[src/core/nerc_pkg.sv]
// Register map, field positions and timing constants of the error report control block
package nerc_pkg;
	// Register offsets in configuration space
	localparam logic [7:0] REPORT_EN_OFFSET  = 8'h40;
	localparam logic [7:0] CONFIG_OFFSET     = 8'h44;
	localparam logic [31:0] REPORT_EN_RESET  = 32'h0000_0000;
	localparam logic [31:0] CONFIG_RESET     = 32'h0000_0000;
	// Writable bits of each register, reserved bits read as zero
	localparam logic [31:0] REPORT_EN_WMASK  = 32'h0004_3fff;
	localparam logic [31:0] CONFIG_WMASK     = 32'h7bf3_ffff;
	// Report enable fields
	localparam int RE_CORR_ECC   = 0;
	localparam int RE_UNCORR_ECC = 1;
	localparam int RE_CRC0       = 2;
	localparam int RE_SYNC0      = 5;
	localparam int RE_MASTER_AB  = 8;
	localparam int RE_TARGET_AB  = 9;
	localparam int RE_TABLE_WALK = 10;
	localparam int RE_ATOMIC     = 11;
	localparam int RE_WATCHDOG   = 12;
	localparam int RE_DEV_EXCL   = 13;
	localparam int RE_ADDR_PAR   = 18;
	// Configuration fields
	localparam int CF_CORE_ECC_LOG  = 0;
	localparam int CF_CORE_RD_LOG   = 1;
	localparam int CF_FLOOD_UC      = 2;
	localparam int CF_SYNC_GEN_DIS  = 3;
	localparam int CF_SYNC_PROP_DIS = 4;
	localparam int CF_IO_MA_DIS     = 5;
	localparam int CF_CORE_ERR_DIS  = 6;
	localparam int CF_IO_ERR_DIS    = 7;
	localparam int CF_WD_DIS        = 8;
	localparam int CF_WD_CNT_LO     = 9;
	localparam int CF_WD_BASE_LO    = 12;
	localparam int CF_LINK_SEL_LO   = 14;
	localparam int CF_INJ_LANE0     = 16;
	localparam int CF_INJ_LANE1     = 17;
	localparam int CF_FLOOD_WD      = 20;
	localparam int CF_FLOOD_ANY     = 21;
	localparam int CF_ECC_EN        = 22;
	localparam int CF_SYMBOL_ECC    = 23;
	localparam int CF_CFG_RSP_DIS   = 25;
	localparam int CF_TA_RSP_DIS    = 28;
	localparam int CF_MA_RSP_DIS    = 29;
	localparam int CF_FLOOD_PAR     = 30;
	// Watchdog: largest count and time bases
	localparam logic [11:0] WD_MAX_COUNT = 12'hfff;
	localparam int CLOCK_PERIOD_PS  = 8000;
	localparam int BASE_MS_PS       = 1000000000;
	localparam int BASE_US_PS       = 1000000;
	localparam int BASE_NS5_PS      = 5000;
	localparam int BASE_MS_CYCLES   = BASE_MS_PS / CLOCK_PERIOD_PS;
	localparam int BASE_US_CYCLES   = BASE_US_PS / CLOCK_PERIOD_PS;
	localparam int BASE_NS5_CYCLES  = 1;
	localparam logic [1:0] BASE_SEL_MS  = 2'h0;
	localparam logic [1:0] BASE_SEL_US  = 2'h1;
	localparam logic [1:0] BASE_SEL_NS5 = 2'h2;
	localparam int NUM_LINKS = 3;
	typedef enum logic [1:0]
	{
		WD_IDLE  = 2'b00,
		WD_COUNT = 2'b01,
		WD_FIRE  = 2'b10
	} nerc_wd_state_t;
endpackage : nerc_pkg

[src/core/nerc_ctrl.sv]
// Error report enables, error handling configuration and watchdog of the northbridge
`timescale 1ns/1ps
module nerc_ctrl
	import nerc_pkg::*;
#(
	parameter int MS_CYCLES = BASE_MS_CYCLES
)
(
	// Clock and reset
	input  wire logic        clock,
	input  wire logic        rst_n,
	// Configuration space access
	input  wire logic        cfg_wr,
	input  wire logic        cfg_rd,
	input  wire logic [7:0]  cfg_addr,
	input  wire logic [31:0] cfg_wdata,
	output logic [31:0]      cfg_rdata,
	// Detected error events, one-cycle pulses
	input  wire logic        corr_ecc_evt,
	input  wire logic        uncorr_ecc_evt,
	input  wire logic [2:0]  link_crc_evt,
	input  wire logic [2:0]  link_sync_evt,
	input  wire logic        master_abort_evt,
	input  wire logic        target_abort_evt,
	input  wire logic        table_walk_evt,
	input  wire logic        atomic_noncoh_evt,
	input  wire logic        atomic_mmio_evt,
	input  wire logic        dev_excl_evt,
	input  wire logic        addr_parity_evt,
	// Outstanding access tracking for the watchdog
	input  wire logic        access_pending,
	// Outputs towards the bank, links and requestor; injection completion input from the links
	output logic             status_en_set,
	output logic [13:0]      mc_report,
	output logic             addr_parity_report,
	output logic             sync_flood,
	output logic             error_rsp,
	output logic             error_rsp_ones,
	output logic             watchdog_complete,
	output logic [2:0]       inject_crc_lane0,
	output logic [2:0]       inject_crc_lane1,
	input  wire logic [2:0]  inject_done
);
	logic [31:0]    report_en_reg;
	logic [31:0]    config_reg;
	logic [11:0]    wd_limit_next;
	logic [31:0]    base_limit_next;
	logic [31:0]    base_cnt_reg;
	logic [11:0]    wd_cnt_reg;
	nerc_wd_state_t wd_state_reg;
	logic           wd_fire;
	logic           wd_tick;
	logic [2:0]     link_onehot;
	logic           any_uncorr;

	assign link_onehot = 3'h1 << config_reg[CF_LINK_SEL_LO +: 2];
	assign wd_fire = (wd_state_reg == WD_FIRE);
	assign any_uncorr = uncorr_ecc_evt | (|link_crc_evt) | master_abort_evt | target_abort_evt
		| table_walk_evt | atomic_noncoh_evt | dev_excl_evt | addr_parity_evt | wd_fire;

	// Report enable register
	always_ff @(posedge clock or negedge rst_n)
	begin
		if (!rst_n)
			report_en_reg <= REPORT_EN_RESET;
		else if (cfg_wr && cfg_addr == REPORT_EN_OFFSET)
			report_en_reg <= cfg_wdata & REPORT_EN_WMASK;
	end

	// Configuration register; injection bits self-clear
	always_ff @(posedge clock or negedge rst_n)
	begin
		if (!rst_n)
			config_reg <= CONFIG_RESET;
		else if (cfg_wr && cfg_addr == CONFIG_OFFSET)
			config_reg <= cfg_wdata & CONFIG_WMASK;
		else
		begin
			if (|(inject_done & link_onehot))
			begin
				config_reg[CF_INJ_LANE0] <= 1'b0;
				config_reg[CF_INJ_LANE1] <= 1'b0;
			end
		end
	end

	// Register read
	always_ff @(posedge clock or negedge rst_n)
	begin
		if (!rst_n)
			cfg_rdata <= 32'h0000_0000;
		else if (cfg_rd)
			cfg_rdata <= (cfg_addr == REPORT_EN_OFFSET) ? report_en_reg :
				(cfg_addr == CONFIG_OFFSET) ? config_reg : 32'h0000_0000;
	end

	// lane corruption on the selected link
	always_ff @(posedge clock or negedge rst_n)
	begin
		if (!rst_n)
		begin
			inject_crc_lane0 <= 3'h0;
			inject_crc_lane1 <= 3'h0;
		end
		else
		begin
			inject_crc_lane0 <= config_reg[CF_INJ_LANE0] ? link_onehot : 3'h0;
			inject_crc_lane1 <= config_reg[CF_INJ_LANE1] ? link_onehot : 3'h0;
		end
	end

	// Machine-check report gating
	always_ff @(posedge clock or negedge rst_n)
	begin
		if (!rst_n)
		begin
			mc_report     <= 14'h0000;
			status_en_set <= 1'b0;
			addr_parity_report <= 1'b0;
		end
		else
		begin
			status_en_set <= corr_ecc_evt & report_en_reg[RE_CORR_ECC];
			mc_report[0]  <= 1'b0;
			mc_report[1]  <= uncorr_ecc_evt & report_en_reg[RE_UNCORR_ECC];
			mc_report[4:2] <= link_crc_evt & report_en_reg[RE_CRC0 +: NUM_LINKS];
			mc_report[7:5] <= link_sync_evt & report_en_reg[RE_SYNC0 +: NUM_LINKS];
			mc_report[8]  <= master_abort_evt & report_en_reg[RE_MASTER_AB];
			mc_report[9]  <= target_abort_evt & report_en_reg[RE_TARGET_AB];
			mc_report[10] <= table_walk_evt & report_en_reg[RE_TABLE_WALK];
			mc_report[11] <= atomic_noncoh_evt & report_en_reg[RE_ATOMIC];
			mc_report[12] <= wd_fire & report_en_reg[RE_WATCHDOG];
			mc_report[13] <= dev_excl_evt & report_en_reg[RE_DEV_EXCL];
			addr_parity_report <= addr_parity_evt & report_en_reg[RE_ADDR_PAR];
		end
	end

	// Sync flood towards all outgoing links
	always_ff @(posedge clock or negedge rst_n)
	begin
		if (!rst_n)
			sync_flood <= 1'b0;
		else
			// flood sources; report enables never gate a flood
			sync_flood <= ((|link_crc_evt) & ~config_reg[CF_SYNC_GEN_DIS])
				| ((|link_sync_evt) & ~config_reg[CF_SYNC_PROP_DIS])
				| (uncorr_ecc_evt & config_reg[CF_FLOOD_UC])
				| (wd_fire & config_reg[CF_FLOOD_WD])
				| (addr_parity_evt & config_reg[CF_FLOOD_PAR])
				| (any_uncorr & config_reg[CF_FLOOD_ANY]);
	end

	// Error response to requestor
	always_ff @(posedge clock or negedge rst_n)
	begin
		if (!rst_n)
		begin
			error_rsp      <= 1'b0;
			error_rsp_ones <= 1'b0;
		end
		else
		begin
			error_rsp      <= master_abort_evt | target_abort_evt | atomic_mmio_evt | wd_fire;
			error_rsp_ones <= master_abort_evt | target_abort_evt;
		end
	end

	always_comb
	begin
		wd_limit_next = WD_MAX_COUNT >> config_reg[CF_WD_CNT_LO +: 3];
		case (config_reg[CF_WD_BASE_LO +: 2])
			BASE_SEL_MS:  base_limit_next = 32'(MS_CYCLES);
			BASE_SEL_US:  base_limit_next = 32'(BASE_US_CYCLES);
			BASE_SEL_NS5: base_limit_next = 32'(BASE_NS5_CYCLES);
			default:      base_limit_next = 32'(BASE_NS5_CYCLES);
		endcase
	end

	assign wd_tick = (base_cnt_reg + 32'h1 >= base_limit_next);

	// Time base prescaler
	always_ff @(posedge clock or negedge rst_n)
	begin
		if (!rst_n)
			base_cnt_reg <= 32'h0;
		else if (wd_state_reg != WD_COUNT || wd_tick)
			base_cnt_reg <= 32'h0;
		else
			base_cnt_reg <= base_cnt_reg + 32'h1;
	end

	always_ff @(posedge clock or negedge rst_n)
	begin
		if (!rst_n)
		begin
			wd_state_reg <= WD_IDLE;
			wd_cnt_reg   <= 12'h000;
		end
		else
		begin
			case (wd_state_reg)
				WD_IDLE:
				begin
					wd_cnt_reg <= 12'h000;
					if (access_pending && !config_reg[CF_WD_DIS])
						wd_state_reg <= WD_COUNT;
				end
				WD_COUNT:
				begin
					if (!access_pending || config_reg[CF_WD_DIS])
						wd_state_reg <= WD_IDLE;
					else if (wd_tick)
					begin
						if (wd_cnt_reg >= wd_limit_next)
							wd_state_reg <= WD_FIRE;
						else
							wd_cnt_reg <= wd_cnt_reg + 12'h001;
					end
				end
				WD_FIRE:
					wd_state_reg <= WD_IDLE;
				default:
					wd_state_reg <= WD_IDLE;
			endcase
		end
	end

	always_ff @(posedge clock or negedge rst_n)
	begin
		if (!rst_n)
			watchdog_complete <= 1'b0;
		else
			watchdog_complete <= wd_fire;
	end

	// Assertions
	property p_corr_no_mc;
		@(posedge clock) disable iff (!rst_n) corr_ecc_evt |=> !mc_report[0] && (status_en_set == $past(report_en_reg[RE_CORR_ECC]));
	endproperty
	a_corr_no_mc: assert property (p_corr_no_mc) else $error("correctable ecc misreported");

	property p_uncorr;
		@(posedge clock) disable iff (!rst_n) uncorr_ecc_evt && report_en_reg[RE_UNCORR_ECC] |=> mc_report[1];
	endproperty
	a_uncorr: assert property (p_uncorr) else $error("uncorrectable ecc not reported");

	property p_crc_gate;
		@(posedge clock) disable iff (!rst_n) ##1 mc_report[4:2] == ($past(link_crc_evt) & $past(report_en_reg[4:2]));
	endproperty
	a_crc_gate: assert property (p_crc_gate) else $error("crc report gating wrong");

	property p_crc_flood;
		@(posedge clock) disable iff (!rst_n) (|link_crc_evt) && !config_reg[CF_SYNC_GEN_DIS] |=> sync_flood;
	endproperty
	a_crc_flood: assert property (p_crc_flood) else $error("no flood on crc error");

	property p_sync_flood;
		@(posedge clock) disable iff (!rst_n) (|link_sync_evt) && !config_reg[CF_SYNC_PROP_DIS] |=> sync_flood;
	endproperty
	a_sync_flood: assert property (p_sync_flood) else $error("no flood on sync packet");

	property p_abort_rsp;
		@(posedge clock) disable iff (!rst_n) master_abort_evt || target_abort_evt |=> error_rsp && error_rsp_ones;
	endproperty
	a_abort_rsp: assert property (p_abort_rsp) else $error("abort without all-ones response");

	property p_mmio_rsp;
		@(posedge clock) disable iff (!rst_n) atomic_mmio_evt |=> error_rsp;
	endproperty
	a_mmio_rsp: assert property (p_mmio_rsp) else $error("atomic mmio without error response");

	property p_wd_complete;
		@(posedge clock) disable iff (!rst_n) wd_fire |=> watchdog_complete && error_rsp;
	endproperty
	a_wd_complete: assert property (p_wd_complete) else $error("watchdog did not complete access");

	property p_reserved_zero;
		@(posedge clock) disable iff (!rst_n) 1'b1 |-> (config_reg & ~CONFIG_WMASK) == 32'h0 && (report_en_reg & ~REPORT_EN_WMASK) == 32'h0;
	endproperty
	a_reserved_zero: assert property (p_reserved_zero) else $error("reserved bits set");

	property p_sync_gate;
		@(posedge clock) disable iff (!rst_n) ##1 mc_report[7:5] == ($past(link_sync_evt) & $past(report_en_reg[7:5]));
	endproperty
	a_sync_gate: assert property (p_sync_gate) else $error("sync report gating wrong");

	property p_wd_report;
		@(posedge clock) disable iff (!rst_n) wd_fire |=> mc_report[12] == $past(report_en_reg[RE_WATCHDOG]);
	endproperty
	a_wd_report: assert property (p_wd_report) else $error("watchdog report gating wrong");

	property p_parity_report;
		@(posedge clock) disable iff (!rst_n) addr_parity_evt |=> addr_parity_report == $past(report_en_reg[RE_ADDR_PAR]);
	endproperty
	a_parity_report: assert property (p_parity_report) else $error("parity report gating wrong");

	property p_wd_disabled;
		@(posedge clock) disable iff (!rst_n) config_reg[CF_WD_DIS] |=> !wd_fire;
	endproperty
	a_wd_disabled: assert property (p_wd_disabled) else $error("disabled watchdog fired");

	property p_inject_clear;
		@(posedge clock) disable iff (!rst_n) (|(inject_done & link_onehot)) && !(cfg_wr && cfg_addr == CONFIG_OFFSET)
			|=> !config_reg[CF_INJ_LANE0] && !config_reg[CF_INJ_LANE1];
	endproperty
	a_inject_clear: assert property (p_inject_clear) else $error("injection bits not cleared");

	c_flood:    cover property (@(posedge clock) disable iff (!rst_n) sync_flood);
	c_wd:       cover property (@(posedge clock) disable iff (!rst_n) watchdog_complete);
	c_inject:   cover property (@(posedge clock) disable iff (!rst_n) |inject_crc_lane0);
endmodule : nerc_ctrl

[config.mk]
export PLATFORM = sky130hd
export DESIGN_NAME = nerc_ctrl
export DESIGN_NICKNAME = d
export VERILOG_FILES = /design/src/core/nerc_pkg.sv /design/src/core/nerc_ctrl.sv
export SDC_FILE = /design/constraint.sdc
export NUM_CORES = 1
export LEC_CHECK = 0
export BUFFER_PORTS_ARGS = -buffer_cell sky130_fd_sc_hd__buf_2
export CAP_MARGIN = 40
export CORE_MARGIN = 3
export CORE_UTILIZATION = 30
export CTS_BUF_LIST = sky130_fd_sc_hd__clkbuf_8
export DETAILED_ROUTE_END_ITERATION = 16
export GPL_TIMING_DRIVEN = 1
export HOLD_SLACK_MARGIN = 0.02
export PLACE_DENSITY = 0.47
export SYNTH_ARGS = -nofsm -noshare
export SYNTH_HDL_FRONTEND = slang
export SYNTH_SLANG_ARGS = --single-unit
[constraint.sdc]
create_clock -name clock -period 3.4 [get_ports clock]
set_input_delay 0.34 -clock clock [delete_from_list [all_inputs] [get_ports clock]]
set_output_delay 0.34 -clock clock [all_outputs]
set_load 0.01 [all_outputs]
* Word-level counts from Yosys, hierarchy flattened *
Index checks and enable logic that the tools add are counted.

cells by class
  divide/modulo/power cells = 0
  order comparisons = 2
  bitwise operators = 36
  muxes and demuxes = 17
  shift-type cells = 2
  equality and inequality tests = 12
  reductions and logical operators = 16
  $mul = 0
  add/sub/neg operators = 2

operator list
  operator               number
  $mux 31                2
  $mux 12                3
  $pmux 17 s2            1
  $add 32x1->32 const B  1
  $ge 32x32->1           1
  $mux 32                1
  $pmux 12 s2            1
  $eq 8x7->1 const B     2
  $or 1x1->1             16
  $and 1x1->1            15
  $add 12x1->12 const B  1
  $ge 12x12->1           1
  $mux 2                 6
  $shr 12x3->12 const A  1
  $and 3x3->3            3
  $reduce_or 3->1        3
  $ne 2x2->1 const B     4
  $mux 3                 2
  $ne 3x3->1 const B     2
  $eq 2x1->1 const B     2
  $logic_not 2->1        2
  $pmux 2 s2             1
  $reduce_and 4->1       1
  $reduce_bool 2->1      2
  8 further kinds        13

word-level totals
  memories = 0
  bits in latches = 0
  word-level logic and storage cells = 103
  bits in read-only memories = 0
  bits in registers = 146
  RAM bits = 0
  output and inout bits = 58

* Depth between registers and ports, before layout *
  word-level depth = 11
  mapped depth = 16
  gate-level depth less buffers = 14

* Least setup slack after synthesis *
OpenSTA, ideal clock, no wires.

  kind = register to register
  start point = register base_cnt_reg[0]
  end point = register wd_cnt_reg[10]
  clock period less this slack = 3705 ps
  cell stages (with the launch flop) = 17
  setup slack = -305 ps
  buffers on the path = 2
  arrival time = 3581 ps
  setup time = 124 ps
  cell sequence = dfrtp_1 ha_1 buf_2 nand4_2 nor2_1 and4_1 xor2_1 ha_1 a21o_1 a211o_1 nor4_1 a211oi_1 or4b_1 o31ai_2 buf_6 mux2i_1 nand2_1

between the ends
  word-level cells in the longest chain between the ends = 4

ends and longest elaborated chain
  item                               line              source
  from (decl)                        nerc_ctrl.sv:48   logic [31:0] base_cnt_reg;
  from (signal assigned)             nerc_ctrl.sv:189  base_cnt_reg <= base_cnt_reg + 32'h1;
  $add 32x1->32                      nerc_ctrl.sv:179  assign wd_tick = (base_cnt_reg + 32'h1 >= base_limit_next);
  $ge 32x32->1                       nerc_ctrl.sv:179
  $ne 2x2->1 (no source line)        -
  $reduce_and 4->1 (no source line)  -
  to (signal assigned)               nerc_ctrl.sv:217  wd_cnt_reg <= wd_cnt_reg + 12'h001;
  to (decl)                          nerc_ctrl.sv:49   logic [11:0] wd_cnt_reg;

Every way passes these cells.
A chain may end at the register's enable or synchronous reset.

* Worst setup path in the final report *
Ends and elaborated chain as after synthesis.

==> summary.md <==
| Metric | Value |
|---|---|
| Final WL | `17,400 µm` |
| Crit Reg-Reg Endpoint | `wd_cnt_reg[10]` |
| FF+latch count, synth | `143` |
| Die W | `156 µm` |
| Drt first pass iters | `4` |
| Yosys top cell area share | `52.9%` |
| CP Max Fanout | `6` |
| Max-slew violations | `0` |
| Max-cap violation count | `0` |
| Max_slew headroom | `47.1%` |
| Crit-path max cell delay | `580 ps` |
| Internal power | `2.53 mW` |
| CTS tree | `yes` |
| Post-synth EDFFs | `0` |
| Total GRT Usage | `14.7%` |
| GRT Residual Overflow | `0` |
| Hold path depth | `2` |
| Reg2Reg Launch Point | `base_cnt_reg[0]` |
| Num CTS Buffers | `17` |
| Clock root buffer | `clkbuf_8` |
| Dpl hpwl | `12,700 µm` |
| First-pass GRT wire length | `28,400 µm` |
| Final ANT Viol Nets | `0` |
| Mean Syn Cell Area | `11.4 µm²` |
| Initial DRC count | `286` |
| RSZ-0062 raised after global routing | `true` |
| Layout Skew | `15.8 ps` |
| Setup CP Type | `flop to flop` |
| Worst reg-to-reg setup slack | `-170 ps` |
| Sum Neg Setup Slack | `-1530 ps` |
| Primary FF master, synth | `dfrtp_1` |
| Pre-CTS setup slack | `-290 ps` |
| H-tree Lvls | `4` |
| Worst R2R Path Depth | `15` |
| Clock power frac | `40.3%` |
| DRC violations left | `0` |
| Slack of the critical path | `-173 ps` |
| Synth Instances | `596` |
| Critical path, cell by cell | `ha_4, nand4_4, nor2_4, and4_1, xor2_1, ha_1, a21o_1, a211o_1, nor3_2, a211oi_2, or4b_4, o31ai_4, buf_6, mux2i_1, nand2_1` |
| Max FFs per register | `32` |
| Fin crit period | `3570 ps` |
| Yosys warning count | `0` |
| Antenna violations before repair | `1` |
| Vias in the first global route | `5,367` |
| Worst Setup Start Kind | `flop` |
| Post-synth top cells | `dfrtp_1, mux2_2, inv_1` |
| Vias/cell | `4.86` |
| Die ar. | `24,400 µm²` |
| Cell with the most instances after synthesis | `dfrtp_1` |
| P_leak | `4.23 nW` |
| Post-synthesis sequential area ratio | `52.9%` |
| Via count | `5,111` |
| Hold EP | `error_rsp` |
| Final Power | `3.52 mW` |
| Distinct cells, synth | `66` |
| Net load switching power | `0.996 mW` |
| Final setup viols | `13` |
| Core ar. | `22,000 µm²` |
| Clk Latency, worst-skew pair | `450 ps` |
| CTS clk-pin slew, worst paths | `100 ps` |
| Hold Crit Class | `primary input to flop` |
| Synth top area cells | `dfrtp_1, mux2_2, ha_1` |
| Final worst path period share | `105%` |
| Maximum buffer depth of the clock tree | `2` |
| Failing checks | `negative setup slack` |
| WP data required | `3740 ps` |
| Final RePlAce weighted congestion | `0.818` |
| Port Buffers | `113` |
| Wire length per cell | `16.5 µm` |
| Crit path arrival time | `3910 ps` |
| IO Count | `121` |
| WHS | `87.5 ps` |
| Largest net degree at the start of global routing | `90` |
| Seq pwr share | `51.4%` |
| Share of cells above drive strength 1 | `34.3%` |
| Slowest cell on crit path | `or4b_4` |
| Die Ht | `156 µm` |
| Outcome | `finished, violations left` |
| Number of diodes | `0` |
| CP endpoint kind | `flop` |
| Final hold vios | `0` |
| Row count | `54` |
| Final #Nets | `842` |
| Sw frac | `28.3%` |
| Clk sinks | `143` |
| Hold path start | `atomic_mmio_evt` |
| Worst VDD drop | `0.000202 V` |
| Comb pwr share | `8.3%` |
| Least-Margin Pin Slew | `790 ps` |
| Fmax | `0.280 GHz` |
| Initial Utilization | `30.7%` |
| Fraction of registers with async set/reset | `100%` |
| Layout area overhead | `25.7%` |
| Netlist Area Pre-Place | `6770 µm²` |
| Leading area contributor after synthesis | `dfrtp_1` |
| Power per cell area | `414 nW/µm²` |
| Final Util | `38.6%` |
## worst max-delay path, delay by kind of cell (launching register included)
| family | cells | cell delay [ps] |
|---|---|---|
| AO/OA/AOI/OAI | 4 | 820 |
| buffers and inverters | 1 | 180 |
| flip-flops | 1 | 400 |
| AND/OR/NAND/NOR | 6 | 1230 |
| adder cells (fa/ha/maj) | 2 | 440 |
| multiplexers | 1 | 180 |
| XOR/XNOR | 1 | 200 |
## metrics by stage
step / area (µm²) / instances
finish: 8510 / 1052
detailed placement: 7950 / 1014
global route: 8510 / 1052
CTS: 8440 / 1050
global placement: 7920 / 1013
floorplan: 6870 / 614
## layout make-up
class / instances / area (µm²)
clock buffer: 17 / 234
timing repair buffer: 157 / 956
multi-input combinational: 401 / 3060
fill: 2217 / 13500
clock inverter: 15 / 186
inverter: 39 / 146
tap: 280 / 350
sequential: 143 / 3580
## power groups by stage
stage	registers [mW]	logic, mW	clock network [mW]
global route	1.82	0.332	1.55
floorplan	1.83	0.154	0
finish	1.81	0.291	1.42
global placement	1.84	0.268	0
detailed placement	1.84	0.282	0
CTS	1.81	0.288	1.47
## routing by layer
| layer | routed length (µm) | track usage [%] | vias up |
|---|---|---|---|
| li1 | - | - | 2453 |
| met1 | 7500 | 18.4 | 2517 |
| met2 | 8750 | 25.1 | 109 |
| met3 | 674 | 3.52 | 30 |
| met4 | 435 | 5.29 | 2 |
| met5 | 13 | 0 | - |
## placed cells by master (no fill, tap or decap), types with 4 or more instances in the layout
master,n
a21oi_1,4
nor4b_1,4
nand4_1,4
or3_1,6
nor4_1,4
and4_1,8
o21ai_0,26
dfrtp_1,143
or4_1,6
xnor2_1,9
or2_2,6
o22ai_1,15
and2_1,22
inv_8,5
inv_1,39
mux2i_1,18
mux2_2,43
nor3_1,4
ha_1,19
conb_1,19
inv_6,4
a21o_1,4
buf_6,6
buf_4,36
a211oi_1,6
nor2_1,15
nand2_1,32
buf_2,112
nor4_2,4
xor2_1,5
and3_1,17
nand3_1,16
nor2b_1,11
nand2b_1,4
clkbuf_8,17
o211ai_1,11
## kinds of logic (layout without fill, tap and decap cells)
family	Yosys count	in the layout	share of synthesized area, %
adder cells (fa/ha/maj)	20	20	3.70
other	1	19	0.0554
multiplexers	61	61	9.82
XOR/XNOR	14	14	1.81
flip-flops	143	143	52.9
AO/OA/AOI/OAI	99	99	10.4
AND/OR/NAND/NOR	188	188	16.8
buffers and inverters	70	228	4.53
## how the worst max path moves through the flow
| stage | startpoint | endpoint | cells after the start |
|---|---|---|---|
| floorplan | base_cnt_reg[0] | wd_cnt_reg[8] | 16 |
| global placement | base_cnt_reg[1] | wd_cnt_reg[4] | 15 |
| detailed placement | base_cnt_reg[1] | wd_cnt_reg[8] | 15 |
| CTS | base_cnt_reg[0] | wd_cnt_reg[10] | 15 |
| global route | base_cnt_reg[0] | wd_cnt_reg[10] | 15 |
| finish | base_cnt_reg[0] | wd_cnt_reg[10] | 15 |
## timing repair
action / in CTS / in global routing
gates resized for setup: 9 / 11
setup endpoints to repair: 13 / 16
buffers inserted: 3 / 2
hold buffers: 1 / 0
pin swaps: 6 / 1
hold endpoints to repair: 87 / 0
Note: power is estimated with default switching activity, not from simulation.
